[src/flash_iface_pkg.sv]
// How it works
// - Bits 3:0 hold dummy count 0..15
// - Count used by variable reads, sampled at CS fall
// - Mode cycles precede dummy: 0/4/2/1
// - Plain read zero, table read eight
// - Bit 7 selects 4-byte addressing
// - Enter-wide-address command sets bit 7
// - Bit 6 selects four-lane instructions
// - Only a register write with bit 6 high forces quad enable
// - Bit 5 enables lane-3 reset input
// - Bit 4 reserved, reads zero
// - Read 65h, write 71h decoded
// - Resets reload from non-volatile copy
// - Dummy count applies to six reads
package flash_iface_pkg;

  localparam logic [7:0] OP_READ   = 8'h03;
  localparam logic [7:0] OP_FAST   = 8'h0B;
  localparam logic [7:0] OP_DUAL   = 8'hBB;
  localparam logic [7:0] OP_QUAD   = 8'hEB;
  localparam logic [7:0] OP_DDRQ   = 8'hED;
  localparam logic [7:0] OP_ONCE   = 8'h4B;
  localparam logic [7:0] OP_PARAM  = 8'h5A;
  localparam logic [7:0] OP_RDANY  = 8'h65;
  localparam logic [7:0] OP_WRANY  = 8'h71;
  localparam logic [7:0] OP_WIDE   = 8'hB7;

  localparam logic [31:0] CFG_REG_ADDR = 32'h0000_0003;
  localparam logic [7:0]  RSVD_MASK    = 8'hEF;

  localparam logic [2:0] MODE_SINGLE = 3'h0;
  localparam logic [2:0] MODE_DUAL   = 3'h4;
  localparam logic [2:0] MODE_QUAD   = 3'h2;
  localparam logic [2:0] MODE_DDRQ   = 3'h1;
  localparam logic [3:0] PARAM_LAT   = 4'h8;
  localparam logic [3:0] PLAIN_LAT   = 4'h0;

  localparam logic [5:0] BYTE_BITS  = 6'h08;
  localparam logic [5:0] ADDR3_BITS = 6'h18;
  localparam logic [5:0] ADDR4_BITS = 6'h20;
  localparam logic [5:0] STEP_QUAD  = 6'h04;
  localparam logic [5:0] STEP_ONE   = 6'h01;

  typedef struct packed {
    logic       addr4;
    logic       four_lane_instr_mode;
    logic       lane3_rst;
    logic       rsvd;
    logic [3:0] dummy;
  } iface_cfg_t;

  typedef struct packed {
    logic       variable;
    logic [2:0] mode;
    logic [3:0] dummy;
  } read_lat_t;

  typedef enum {
    ST_IDLE, ST_CMD, ST_ADDR, ST_DUMMY, ST_DIN, ST_DOUT, ST_SKIP
  } phase_t;

endpackage

[src/read_latency_sel.sv]
`timescale 1ns/1ps
module read_latency_sel (
  // Command
  input  wire logic [7:0]            opcode,
  input  wire logic [3:0]            dummy,
  // Result
  output flash_iface_pkg::read_lat_t lat
);

  logic       is_var;
  logic [2:0] mode;
  logic [3:0] fixed;

  assign is_var = (opcode == flash_iface_pkg::OP_FAST)
                | (opcode == flash_iface_pkg::OP_DUAL)
                | (opcode == flash_iface_pkg::OP_QUAD)
                | (opcode == flash_iface_pkg::OP_DDRQ)
                | (opcode == flash_iface_pkg::OP_ONCE)
                | (opcode == flash_iface_pkg::OP_RDANY);
  assign mode = (opcode == flash_iface_pkg::OP_DUAL) ?
                  flash_iface_pkg::MODE_DUAL :
                (opcode == flash_iface_pkg::OP_QUAD) ?
                  flash_iface_pkg::MODE_QUAD :
                (opcode == flash_iface_pkg::OP_DDRQ) ?
                  flash_iface_pkg::MODE_DDRQ :
                  flash_iface_pkg::MODE_SINGLE;
  assign fixed = (opcode == flash_iface_pkg::OP_PARAM) ?
                   flash_iface_pkg::PARAM_LAT :
                   flash_iface_pkg::PLAIN_LAT;
  assign lat = '{variable: is_var, mode: mode,
                 dummy: is_var ? dummy : fixed};

endmodule

[src/flash_iface_config.sv]
`timescale 1ns/1ps
module flash_iface_config (
  // Clock and reset
  input  wire logic                       CORE_CLK,
  input  wire logic                       SRST,
  // Serial link pins
  input  wire logic                       SCK,
  input  wire logic                       CS_N,
  input  wire logic [3:0]                 IO_I,
  output logic [3:0]                      IO_O,
  output logic [3:0]                      IO_OE,
  // Neighbouring device logic
  input  wire logic [7:0]                 NV_CONFIG,
  input  wire logic                       SW_RESET,
  input  wire logic                       QUAD_MODE,
  output logic                            QUAD_FORCE,
  output logic                            HW_RESET,
  // Configuration state
  output flash_iface_pkg::iface_cfg_t     CFG,
  output flash_iface_pkg::iface_cfg_t     CMD_CFG,
  output flash_iface_pkg::read_lat_t      LAT
);

  logic [2:0]                  sck_s;
  logic [2:0]                  cs_s;
  logic [3:0]                  io_s0;
  logic [3:0]                  io_s1;
  flash_iface_pkg::phase_t     phase;
  flash_iface_pkg::phase_t     next_phase;
  logic [5:0]                  cnt;
  logic [5:0]                  next_cnt;
  logic [31:0]                 sh;
  logic [7:0]                  wr_data;
  logic [7:0]                  out_sh;
  logic                        wr_ok;
  logic                        is_wr;
  logic                        hit_q;
  flash_iface_pkg::read_lat_t  lat_now;
  flash_iface_pkg::iface_cfg_t nv_cfg;

  // Two stages before any logic looks at a pin
  always_ff @(posedge CORE_CLK) begin
    sck_s <= {sck_s[1:0], SCK};
    cs_s  <= {cs_s[1:0], CS_N};
    io_s0 <= IO_I;
    io_s1 <= io_s0;
  end

  wire sck_rise = sck_s[1] & ~sck_s[2];
  wire sck_fall = ~sck_s[1] & sck_s[2];
  wire cs_fall  = ~cs_s[1] & cs_s[2];
  wire cs_rise  = cs_s[1] & ~cs_s[2];

  // Lane 3 doubles as reset only while idle or quad is off
  wire hw_rst_cond = CFG.lane3_rst & ~io_s1[3]
                   & (cs_s[1] | ~QUAD_MODE);
  wire eng_rst = SRST | SW_RESET | hw_rst_cond;

  wire        four_lane = CMD_CFG.four_lane_instr_mode;
  wire [5:0]  step     = four_lane ? flash_iface_pkg::STEP_QUAD
                                   : flash_iface_pkg::STEP_ONE;
  wire [5:0]  cnt_inc  = cnt + step;
  wire [31:0] shift_in = four_lane ? {sh[27:0], io_s1}
                                   : {sh[30:0], io_s1[0]};
  wire [5:0]  abits    = CMD_CFG.addr4 ? flash_iface_pkg::ADDR4_BITS
                                       : flash_iface_pkg::ADDR3_BITS;
  wire [31:0] addr_val = CMD_CFG.addr4 ? shift_in
                                       : {8'h00, shift_in[23:0]};
  wire [7:0]  opcode   = shift_in[7:0];
  wire [5:0]  dummy6   = {2'h0, CMD_CFG.dummy};

  wire op_done   = sck_rise && phase == flash_iface_pkg::ST_CMD
                 && cnt_inc == flash_iface_pkg::BYTE_BITS;
  wire addr_done = sck_rise && phase == flash_iface_pkg::ST_ADDR
                 && cnt_inc == abits;
  wire din_done  = sck_rise && phase == flash_iface_pkg::ST_DIN
                 && cnt_inc == flash_iface_pkg::BYTE_BITS;
  wire wide_hit  = op_done && opcode == flash_iface_pkg::OP_WIDE;
  wire cfg_wr    = cs_rise && wr_ok && hit_q;
  wire out_start = sck_rise && next_phase == flash_iface_pkg::ST_DOUT
                 && phase != flash_iface_pkg::ST_DOUT;
  // Dummy bits shift into the word, so match it only while still in it
  wire rd_hit    = (phase == flash_iface_pkg::ST_ADDR)
                 ? addr_val == flash_iface_pkg::CFG_REG_ADDR : hit_q;

  assign nv_cfg = flash_iface_pkg::iface_cfg_t'(NV_CONFIG
                  & flash_iface_pkg::RSVD_MASK);

  always_comb begin
    next_phase = phase;
    next_cnt   = cnt_inc;
    case (phase)
      flash_iface_pkg::ST_CMD: begin
        if (cnt_inc == flash_iface_pkg::BYTE_BITS) begin
          next_cnt = 6'h00;
          if (opcode == flash_iface_pkg::OP_RDANY ||
              opcode == flash_iface_pkg::OP_WRANY) begin
            next_phase = flash_iface_pkg::ST_ADDR;
          end else begin
            next_phase = flash_iface_pkg::ST_SKIP;
          end
        end
      end
      flash_iface_pkg::ST_ADDR: begin
        if (cnt_inc == abits) begin
          next_cnt = 6'h00;
          if (is_wr) begin
            next_phase = flash_iface_pkg::ST_DIN;
          end else if (CMD_CFG.dummy == 4'h0) begin
            next_phase = flash_iface_pkg::ST_DOUT;
          end else begin
            next_phase = flash_iface_pkg::ST_DUMMY;
          end
        end
      end
      flash_iface_pkg::ST_DUMMY: begin
        next_cnt = cnt + 6'h01;
        if (cnt + 6'h01 == dummy6) begin
          next_phase = flash_iface_pkg::ST_DOUT;
        end
      end
      flash_iface_pkg::ST_DIN: begin
        if (cnt_inc == flash_iface_pkg::BYTE_BITS) begin
          next_phase = flash_iface_pkg::ST_SKIP;
        end
      end
      default: begin
        next_cnt = cnt;
      end
    endcase
  end

  // Command engine
  always_ff @(posedge CORE_CLK) begin
    if (eng_rst || cs_rise) begin
      phase <= flash_iface_pkg::ST_IDLE;
      cnt   <= 6'h00;
      sh    <= 32'h0000_0000;
    end else if (cs_fall) begin
      phase   <= flash_iface_pkg::ST_CMD;
      cnt     <= 6'h00;
      CMD_CFG <= CFG;
    end else if (sck_rise) begin
      phase <= next_phase;
      cnt   <= next_cnt;
      sh    <= shift_in;
    end
  end

  // Per-command captures
  always_ff @(posedge CORE_CLK) begin
    if (eng_rst || cs_fall) begin
      wr_ok <= 1'b0;
      is_wr <= 1'b0;
      hit_q <= 1'b0;
    end else begin
      if (op_done) begin
        is_wr <= opcode == flash_iface_pkg::OP_WRANY;
      end
      if (addr_done) begin
        hit_q <= addr_val == flash_iface_pkg::CFG_REG_ADDR;
      end
      if (din_done) begin
        wr_data <= shift_in[7:0];
        wr_ok   <= 1'b1;
      end
    end
  end

  read_latency_sel read_latency_sel_i (
    .opcode (opcode),
    .dummy  (CMD_CFG.dummy),
    .lat    (lat_now)
  );

  always_ff @(posedge CORE_CLK) begin
    if (SRST) begin
      LAT <= '0;
    end else if (op_done) begin
      LAT <= lat_now;
    end
  end

  // Write lands at chip-select rise so a torn frame changes nothing
  always_ff @(posedge CORE_CLK) begin
    QUAD_FORCE <= 1'b0;
    HW_RESET   <= hw_rst_cond;
    if (eng_rst) begin
      CFG <= nv_cfg;
    end else if (cfg_wr) begin
      CFG        <= flash_iface_pkg::iface_cfg_t'(wr_data
                    & flash_iface_pkg::RSVD_MASK);
      QUAD_FORCE <= wr_data[6];
    end else if (wide_hit) begin
      CFG.addr4 <= 1'b1;
    end
  end

  // Read-back: byte repeats for as long as the host clocks
  always_ff @(posedge CORE_CLK) begin
    if (eng_rst || cs_rise) begin
      IO_O   <= 4'h0;
      IO_OE  <= 4'h0;
      out_sh <= 8'h00;
    end else if (out_start) begin
      out_sh <= rd_hit ? CFG : 8'h00;
    end else if (sck_fall && phase == flash_iface_pkg::ST_DOUT) begin
      if (four_lane) begin
        IO_O   <= out_sh[7:4];
        IO_OE  <= 4'hF;
        out_sh <= {out_sh[3:0], out_sh[7:4]};
      end else begin
        IO_O   <= {2'h0, out_sh[7], 1'b0};
        IO_OE  <= 4'h2;
        out_sh <= {out_sh[6:0], out_sh[7]};
      end
    end
  end
endmodule

[config.mk]
export PLATFORM = sky130hd
export DESIGN_NAME = flash_iface_config
export DESIGN_NICKNAME = d
export VERILOG_FILES = /design/src/flash_iface_pkg.sv /design/src/read_latency_sel.sv /design/src/flash_iface_config.sv
export SDC_FILE = /design/constraint.sdc
export NUM_CORES = 1
export LEC_CHECK = 0
export ABC_AREA = 1
export BUFFER_PORTS_ARGS = -buffer_cell sky130_fd_sc_hd__buf_2
export CORE_AREA = 4 4 132 134
export DETAILED_ROUTE_END_ITERATION = 7
export DIE_AREA = 0 0 136 138
export PLACE_DENSITY_LB_ADDON = 0.1
export REMOVE_ABC_BUFFERS = 1
export SYNTH_ARGS = -nofsm -noshare
export SYNTH_HDL_FRONTEND = slang
export SYNTH_HIERARCHICAL = 1
export SYNTH_SLANG_ARGS = --single-unit
[constraint.sdc]
create_clock -name CORE_CLK -period 9.5 [get_ports CORE_CLK]
set_clock_uncertainty 0.15 [all_clocks]
set_input_delay 2.85 -clock CORE_CLK [delete_from_list [all_inputs] [get_ports CORE_CLK]]
set_output_delay 2.85 -clock CORE_CLK [all_outputs]
set_load 0.03 [all_outputs]
# After elaboration in Yosys (flattened, before gate mapping)
# Cells that the tools add are included.
word_totals:
  reg_bits: 134
  input_bits: 18
  out_inout_bits: 34
  elab_cells: 139
op_classes:
  add_sub_neg: 2
  eq_ne: 23
  n_mux: 33
  bitwise_logic: 25
  n_reduce_logical: 28
ops:
  columns: ["operator", "count"]
  rows:
  - ["$mux W32", 6]
  - ["$eq A32 B2 Y1 const B", 4]
  - ["$pmux W32 S4", 1]
  - ["$eq A32 B4 Y1 const B", 3]
  - ["$eq A32 B3 Y1 const B", 2]
  - ["$mux W8", 5]
  - ["$eq A32 B1 Y1 const B", 1]
  - ["$eq A8 B7 Y1 const B", 4]
  - ["$eq A8 B8 Y1 const B", 4]
  - ["$ne A32 B4 Y1 const B", 1]
  - ["$pmux W6 S4", 1]
  - ["$mux W3", 6]
  - ["$mux W6", 3]
  - ["$mux W4", 4]
  - ["$logic_and A1 B1 Y1", 12]
  - ["$not A1 Y1", 11]
  - ["$reduce_and A2 Y1", 5]
  - ["$eq A8 B4 Y1 const B", 1]
  - ["$or A1 B1 Y1", 8]
  - ["$mux W7", 1]
  - ["$add A6 B1 Y6 const B", 1]
  - ["$add A6 B3 Y6", 1]
  - ["$and A1 B1 Y1", 6]
  - ["$eq A6 B4 Y1", 1]
  - ["other kinds (9)", 19]

# Longest topological paths before layout
# Gate-level depths: netlist (run 1).
depth:
  word_depth: 11
  depth_mapped: 21
  depth_no_buf: 20

# Hierarchy
# The synthesis (run 1) kept the hierarchy.
by_module_without_submodules:
  columns: ["module", "n_inst", "cells_each", "area_each_um2", "seq_area_each_um2"]
  rows:
  - ["flash_iface_config", 1, 838, 6122.1, 2832.7]
  - ["read_latency_sel", 1, 46, 247.7, 0.0]

# Worst setup path after synthesis (run 1)
# No wires, ideal clock.
synth_path:
  path_kind: "input to register"
  start: "in SRST"
  end: "reg wr_data[0] (enable)"
  setup_ns: 0.392
  arrival_ns: 4.385
  required_ns: 8.958
  path_slack_ns: 4.572
  cell_stages: 4
  path_buffers: 1
  path_cell_list: "clkbuf_1 -> nor3_2 -> inv_1 -> nor4_1"
synth_between:
  elab_chain_len: 5
synth_rtl:
  columns: ["item", "line_no", "text"]
  rows:
  - ["from (decl)", "flash_iface_config.sv:5", "input wire logic SRST,"]
  - ["$or A1 B1 Y1 (2 in a row)", "flash_iface_config.sv:57", "wire eng_rst = SRST | SW_RESET | hw_rst_cond;"]
  - ["$logic_or A1 B1 Y1", "flash_iface_config.sv:152", "if (eng_rst || cs_fall) begin"]
  - ["$not A1 Y1 (no source line)", null, null]
  - ["$reduce_and A2 Y1 (no source line)", null, null]
  - ["to (signal assigned)", "flash_iface_config.sv:164", "wr_data <= shift_in[7:0];"]
  - ["to (decl)", "flash_iface_config.sv:33", "logic [7:0] wr_data;"]
# No other way between the ends.
# A chain may end at the register's enable or synchronous reset.

# Final worst setup path (run 1)
layout_path:
  start: "in SRST"
  end: "reg out_sh[4]"
layout_between:
  elab_chain_len: 3
layout_rtl:
  columns: ["item", "line_no", "text"]
  rows:
  - ["$or A1 B1 Y1 (2 in a row)", "flash_iface_config.sv:57", null]
  - ["$logic_or A1 B1 Y1", "flash_iface_config.sv:201", "if (eng_rst || cs_rise) begin"]
  - ["to (signal assigned)", "flash_iface_config.sv:206", "out_sh <= rd_hit ? CFG : 8'h00;"]
  - ["to (signal assigned)", "flash_iface_config.sv:211", "out_sh <= {out_sh[3:0], out_sh[7:4]};"]
  - ["to (signal assigned)", "flash_iface_config.sv:215", "out_sh <= {out_sh[6:0], out_sh[7]};"]
  - ["to (decl)", "flash_iface_config.sv:34", "logic [7:0] out_sh;"]
# No other way between the ends.

==> results.yml, run 1 <==
drt:
  wl_per_cell_um: 14.0
  dr_total_vias: 5507
  route.detailed.drc: 0
  antenna_left: 0
  routed_wl_mm: 16.2
  drt-pass1-iter-count: 5
  vias_per_cell: 4.75
  drt_iter0_drc: 244
job:
  maxCapViolCount: 0
clock_network:
  clk_pin_slew_ns: 0.06
  clock-sinks: 131
  cts_tree: "done"
  cts.repair.resized: 0
  htree_levels: 4
  root_buffer: "clkbuf_16"
  cts_buffer_depth: 2
  numCtsBuffers: 17
  cts_hold_buf: 0
  clk_latency_ns: 0.41
  post-cts-setup-buffer-count: 0
floorplanning:
  die_y_um: 138
  start_util_pct: 39.1
  pin_count: 52
  core_um2: 16300
  rows: 47
  design.die.area_um2: 18800
  die_x_um: 136
synthesis:
  synth_ff_type: "dfxtp_1"
  ys_seq_elements: 131
  yosys_warnings: 6
  synth.distinct_cells: 49
  synth.avg_cell_area_um2: 7.21
  syn_inst: 884
  syn_area_um2: 6370
  synth-seq-area-share_pct: 44.5
  async_reset_ff_share_pct: 0
  synth-edff-count: 21
critical_path:
  crit_arrival_ns: 5.26
  crit_path_end_kind: "flip-flop"
  cp.required_ns: 9.70
  cp_common_cell: "a21oi_1"
  crit_family: "buffers and inverters"
  worstPathMaxFanout: 43
  cp.buffers_inverters: 3
  slowest_delay_ns: 0.50
  reg2reg_from: "four_lane"
  critPathLaunch: "SRST"
  cp_cell_sequence: "buf_2 > nor3_2 > inv_1 > nor2_1 > inv_2 > a21oi_1 > o221ai_1 > a21oi_1"
  cp_slowest_cell: "nor3_2"
  criticalPathCategory: "in2reg"
  critPathLaunchType: "input port"
pwr:
  power_w: 0.00131
  power.leakage_nw: 3.16
  powerDensity_nw_per_um2: 177
  vdd_drop_max_mv: 0.127
sta:
  setup_viol: 0
  finalCriticalPeriod_ns: 5.06
  finalSetupTns_ns: 0
  hold_violations: 0
  rsz0062_at_grt: "no"
  whs_ns: 0.176
  worst_pin_slew_ns: 1.11
  maxSlewViolCount: 0
  period_share_pct: 53.2
  relSlewSlack_pct: 26.1
  fmaxAchievable_mhz: 198
finish:
  num_antenna_cells: 0
  stdcell_area_um2: 7380
  fin_cells: 1159
  nets: 948
  area_growth_pct: 15.9
  final_cell_mix: "nand2_1, dfxtp_1, nor2_1, inv_1, buf_2"
  final_common_cell: "nand2_1"
  drive_above_1_share_pct: 16.3
place:
  dpl-instance-area_um2: 6770
  place_inst: 1127
  gp_congestion: 0.880
  dpl.hpwl_mm: 11.5
  portBuffers: 48
global_route:
  grt_usage_pct: 17.8
  gr-total-overflow: 0
  antenna_found_initial: 0
  grt_max_degree: 44
  grt_pass1_wl_mm: 26.4
  grt_pass1_vias: 5131
run_status:
  outcome: "finished clean"
min_path:
  min_from: "io_s0[2]"
  hold_path.class: "reg2reg"
-- kinds of logic after synthesis --
kind of cell    share of synthesized area (%)
xor+xnor                                0.413
other cells                            0.0589
flops                                    44.5
compound gates                           10.7
simple gates                             34.3
fa+ha+maj                               0.786
buf+inv                                  9.31
-- path summary, 6_finish.rpt --
| check | slack (ns) | endpoint | depth (start not counted) |
|---|---|---|---|
| setup reg to reg | 5.70 | LAT[4] | 15 |
| hold / removal | 0.18 | io_s1[2] | 0 |
| hold reg to reg | 0.18 | io_s1[2] | 0 |
| setup / recovery | 4.44 | out_sh[4] | 8 |
-- state kept, by name, summed over array words and instances (netlist names) --
register and cells:
CFG 7, CMD_CFG 6, HW_RESET 1, IO_O 4
IO_OE 2, LAT 8, QUAD_FORCE 1, cnt 6
cs_s 3, four_lane 1, hit_q 1, io_s0 4
io_s1 4, is_wr 1, out_sh 8, phase 32
sck_s 3, sh 31, wr_data 7, wr_ok 1
-- per-stage QoR --
| step | setup slack (ns) | util, % |
|---|---|---|
| after global placement | 4.02 | 41.5 |
| after floorplan | 4.54 | - |
| after CTS | 4.43 | 45.3 |
| after detailed placement | 3.99 | 41.5 |
| after global routing | 4.21 | 45.3 |
| final | 4.44 | 45.3 |
-- routing by layer --
metal  part of all wire (%)  track usage [%]  vias up
met5                      0                0        -
met4                    1.1             4.83        0
met3                    3.7             4.18       13
met2                     47             28.4       93
met1                     48             24.1     2496
li1                       -                -     2905
-- power by group --
group / switching [W] / internal [W]
clock: 0.000251 / 0.000421
sequential: 0.00000684 / 0.000572
combinational: 0.0000436 / 0.0000138
total: 0.000301 / 0.00101
-- synth_stat cells, types with 2 or more instances --
master	instances	area [µm²]
a22oi_1	5	37.5
nor2_4	6	67.6
nand2_4	2	22.5
nor3_1	13	65.1
inv_2	14	52.6
o21bai_1	2	15.0
inv_1	99	372
clkinv_1	2	7.51
o21a_1	11	82.6
nand4_1	9	56.3
o21ai_0	22	110
edfxtp_1	21	631
nand2_1	254	953
nand3_2	5	50.1
o21ai_2	2	17.5
buf_2	6	30.0
o21ai_4	2	32.5
nor2_1	111	417
ha_1	4	50.1
nor2_2	9	56.3
nor4_1	8	50.1
clkbuf_1	12	45.0
xor2_1	2	17.5
a21oi_2	4	35.0
buf_4	8	60.1
nand3_1	46	230
o221ai_1	2	17.5
nor3_2	2	20.0
a21oi_1	47	235
a211oi_1	4	30.0
a31oi_1	4	25.0
dfxtp_1	110	2200
a221oi_1	2	17.5
buf_1	4	15.0
nand2_2	16	100
-- worst reg2reg max path: cells and delay by family, from the launching register on --
family	cells	cell delay [ns]
adder cells (fa/ha/maj)	2	0.61
AO/OA/AOI/OAI	1	0.11
buffers and inverters	5	1.42
flip-flops	1	0.32
AND/OR/NAND/NOR	7	1.09
-- layout make-up --
type                            instances  area, µm²
Sequential cell                       131       2830
Multi-Input combinational cell        608       2950
Fill cell                            1683       8900
Inverter                              115        432
Clock buffer                           22        528
Timing Repair Buffer                   53        278
Tap cell                              220        275
Clock inverter                         10       88.8
(Power assumes the default switching activity.)
==> inputs of run 2 (changes only) <==
==> constraint.sdc (replaced) <==
create_clock -name CORE_CLK -period 5.3 [get_ports CORE_CLK]
set_clock_uncertainty 0.15 [all_clocks]
set_input_delay 1.59 -clock CORE_CLK [delete_from_list [all_inputs] [get_ports CORE_CLK]]
set_output_delay 1.59 -clock CORE_CLK [all_outputs]
set_load 0.03 [all_outputs]
==> results.yml, run 2 (synthesized netlist as in run 1, its figures left out) <==
finish:
  nets: 948
  drive_above_1_share_pct: 16.2
  reg_top3: "phase (32), sh (31)"
  final_cell_mix: "nand2_1, dfxtp_1, nor2_1, inv_1, buf_2"
  area_growth_pct: 15.9
  fillers: 1719
  final_util_pct: 45.3
  largest_register: "phase"
  largest_reg_flops: 32
  final_common_cell: "nand2_1"
  num_antenna_cells: 0
clock_network:
  cts_tree: "done"
  htree_levels: 4
  numCtsBuffers: 17
  cts_buffer_depth: 2
  clk_pin_slew_ns: 0.06
  cts_hold_buf: 0
  post-cts-setup-buffer-count: 0
  clock-sinks: 131
  clk_latency_ns: 0.42
  root_buffer: "clkbuf_16"
  cts.repair.resized: 0
sta:
  finalCriticalPeriod_ns: 3.73
  relSlewSlack_pct: 30.0
  setup_viol: 0
  period_share_pct: 70.4
  worst_pin_slew_ns: 1.05
  maxSlewViolCount: 0
  postLayoutSetupSlackWorst_ns: 1.57
  hold_violations: 0
  rsz0062_at_grt: "no"
  fmaxAchievable_mhz: 268
  finalSetupTns_ns: 0
  whs_ns: 0.176
drt:
  route.detailed.drc: 0
  drt_iter0_drc: 279
  wl_per_cell_um: 13.8
  routed_wl_mm: 16.0
  antenna_left: 0
  drt-pass1-iter-count: 4
  vias_per_cell: 4.73
  dr_total_vias: 5484
global_route:
  grt_usage_pct: 17.8
  antenna_found_initial: 0
  grt_pass1_wl_mm: 26.6
  grt_pass1_vias: 5284
  grt_max_degree: 44
  gr-total-overflow: 0
floorplanning:
  design.die.area_um2: 18800
  pin_count: 52
  die_x_um: 136
  die_y_um: 138
  rows: 47
  core_um2: 16300
  start_util_pct: 39.1
place:
  pre_cts_ws_ns: 1.18
  dpl.hpwl_mm: 11.6
  portBuffers: 48
  gp_congestion: 0.902
run_status:
  outcome: "finished clean"
min_path:
  hold_path.class: "reg2reg"
critical_path:
  cp.required_ns: 5.50
  crit_arrival_ns: 3.93
  crit_path_end_kind: "flip-flop"
  critPathLaunchType: "input port"
  worstPathMaxFanout: 43
  criticalPathCategory: "in2reg"
pwr:
  vdd_drop_max_mv: 0.224
  powerDensity_nw_per_um2: 318
  power.leakage_nw: 3.16
job:
  maxCapViolCount: 0
-- run 2: area by class of cell --
class / instances / area, µm² / share of cell area (%)
clock buffer: 21 / 504 / 6.83
inverter: 115 / 432 / 5.85
multi-input combinational: 608 / 2950 / 40.0
tap: 220 / 275 / 3.73
sequential: 131 / 2830 / 38.4
timing repair buffer: 53 / 278 / 3.76
clock inverter: 11 / 108 / 1.46
-- run 2: path summary, 6_finish.rpt --
check,depth (start not counted),start,to,slack [ns]
hold / removal,0,io_s0[0],io_s1[0],0.18
setup reg to reg,18,four_lane,out_sh[0],1.93
setup / recovery,11,QUAD_MODE,out_sh[4],1.57
hold reg to reg,0,io_s0[0],io_s1[0],0.18
-- run 2: critical path, cell delays in order --
cell and delay, ns:
buf_2 0.09, nand2_1 0.05, nand3_1 0.07, inv_1 0.06, nor3_2 0.37, inv_1 0.33, nor2_1 0.41, inv_2 0.44
a21oi_1 0.23, o221ai_1 0.16, a21oi_1 0.13
-- run 2: report_power, final --
group	switching, W	total (W)	internal [W]
Combinational	0.0000766	0.000101	0.0000247
Sequential	0.0000130	0.00104	0.00103
Clock	0.000467	0.00120	0.000738
Total	0.000556	0.00234	0.00179
-- run 2: layer usage --
layer	share of wire, %	up-vias	global-route usage [%]	wire [µm]
met5	0	-	0	0
met4	1.5	0	5.89	237
met3	3.0	14	3.34	477
met2	47	83	28.8	7490
met1	49	2503	23.7	7790
li1	-	2884	-	-
-- run 2: stage by stage --
stage               power, W  cell area (µm²)  instances
finish               0.00234             7380       1159
detailed placement   0.00116             6770       1127
global route         0.00243             7380       1159
floorplan            0.00112             6210        854
global placement     0.00116             6770       1127
CTS                  0.00237             7380       1159
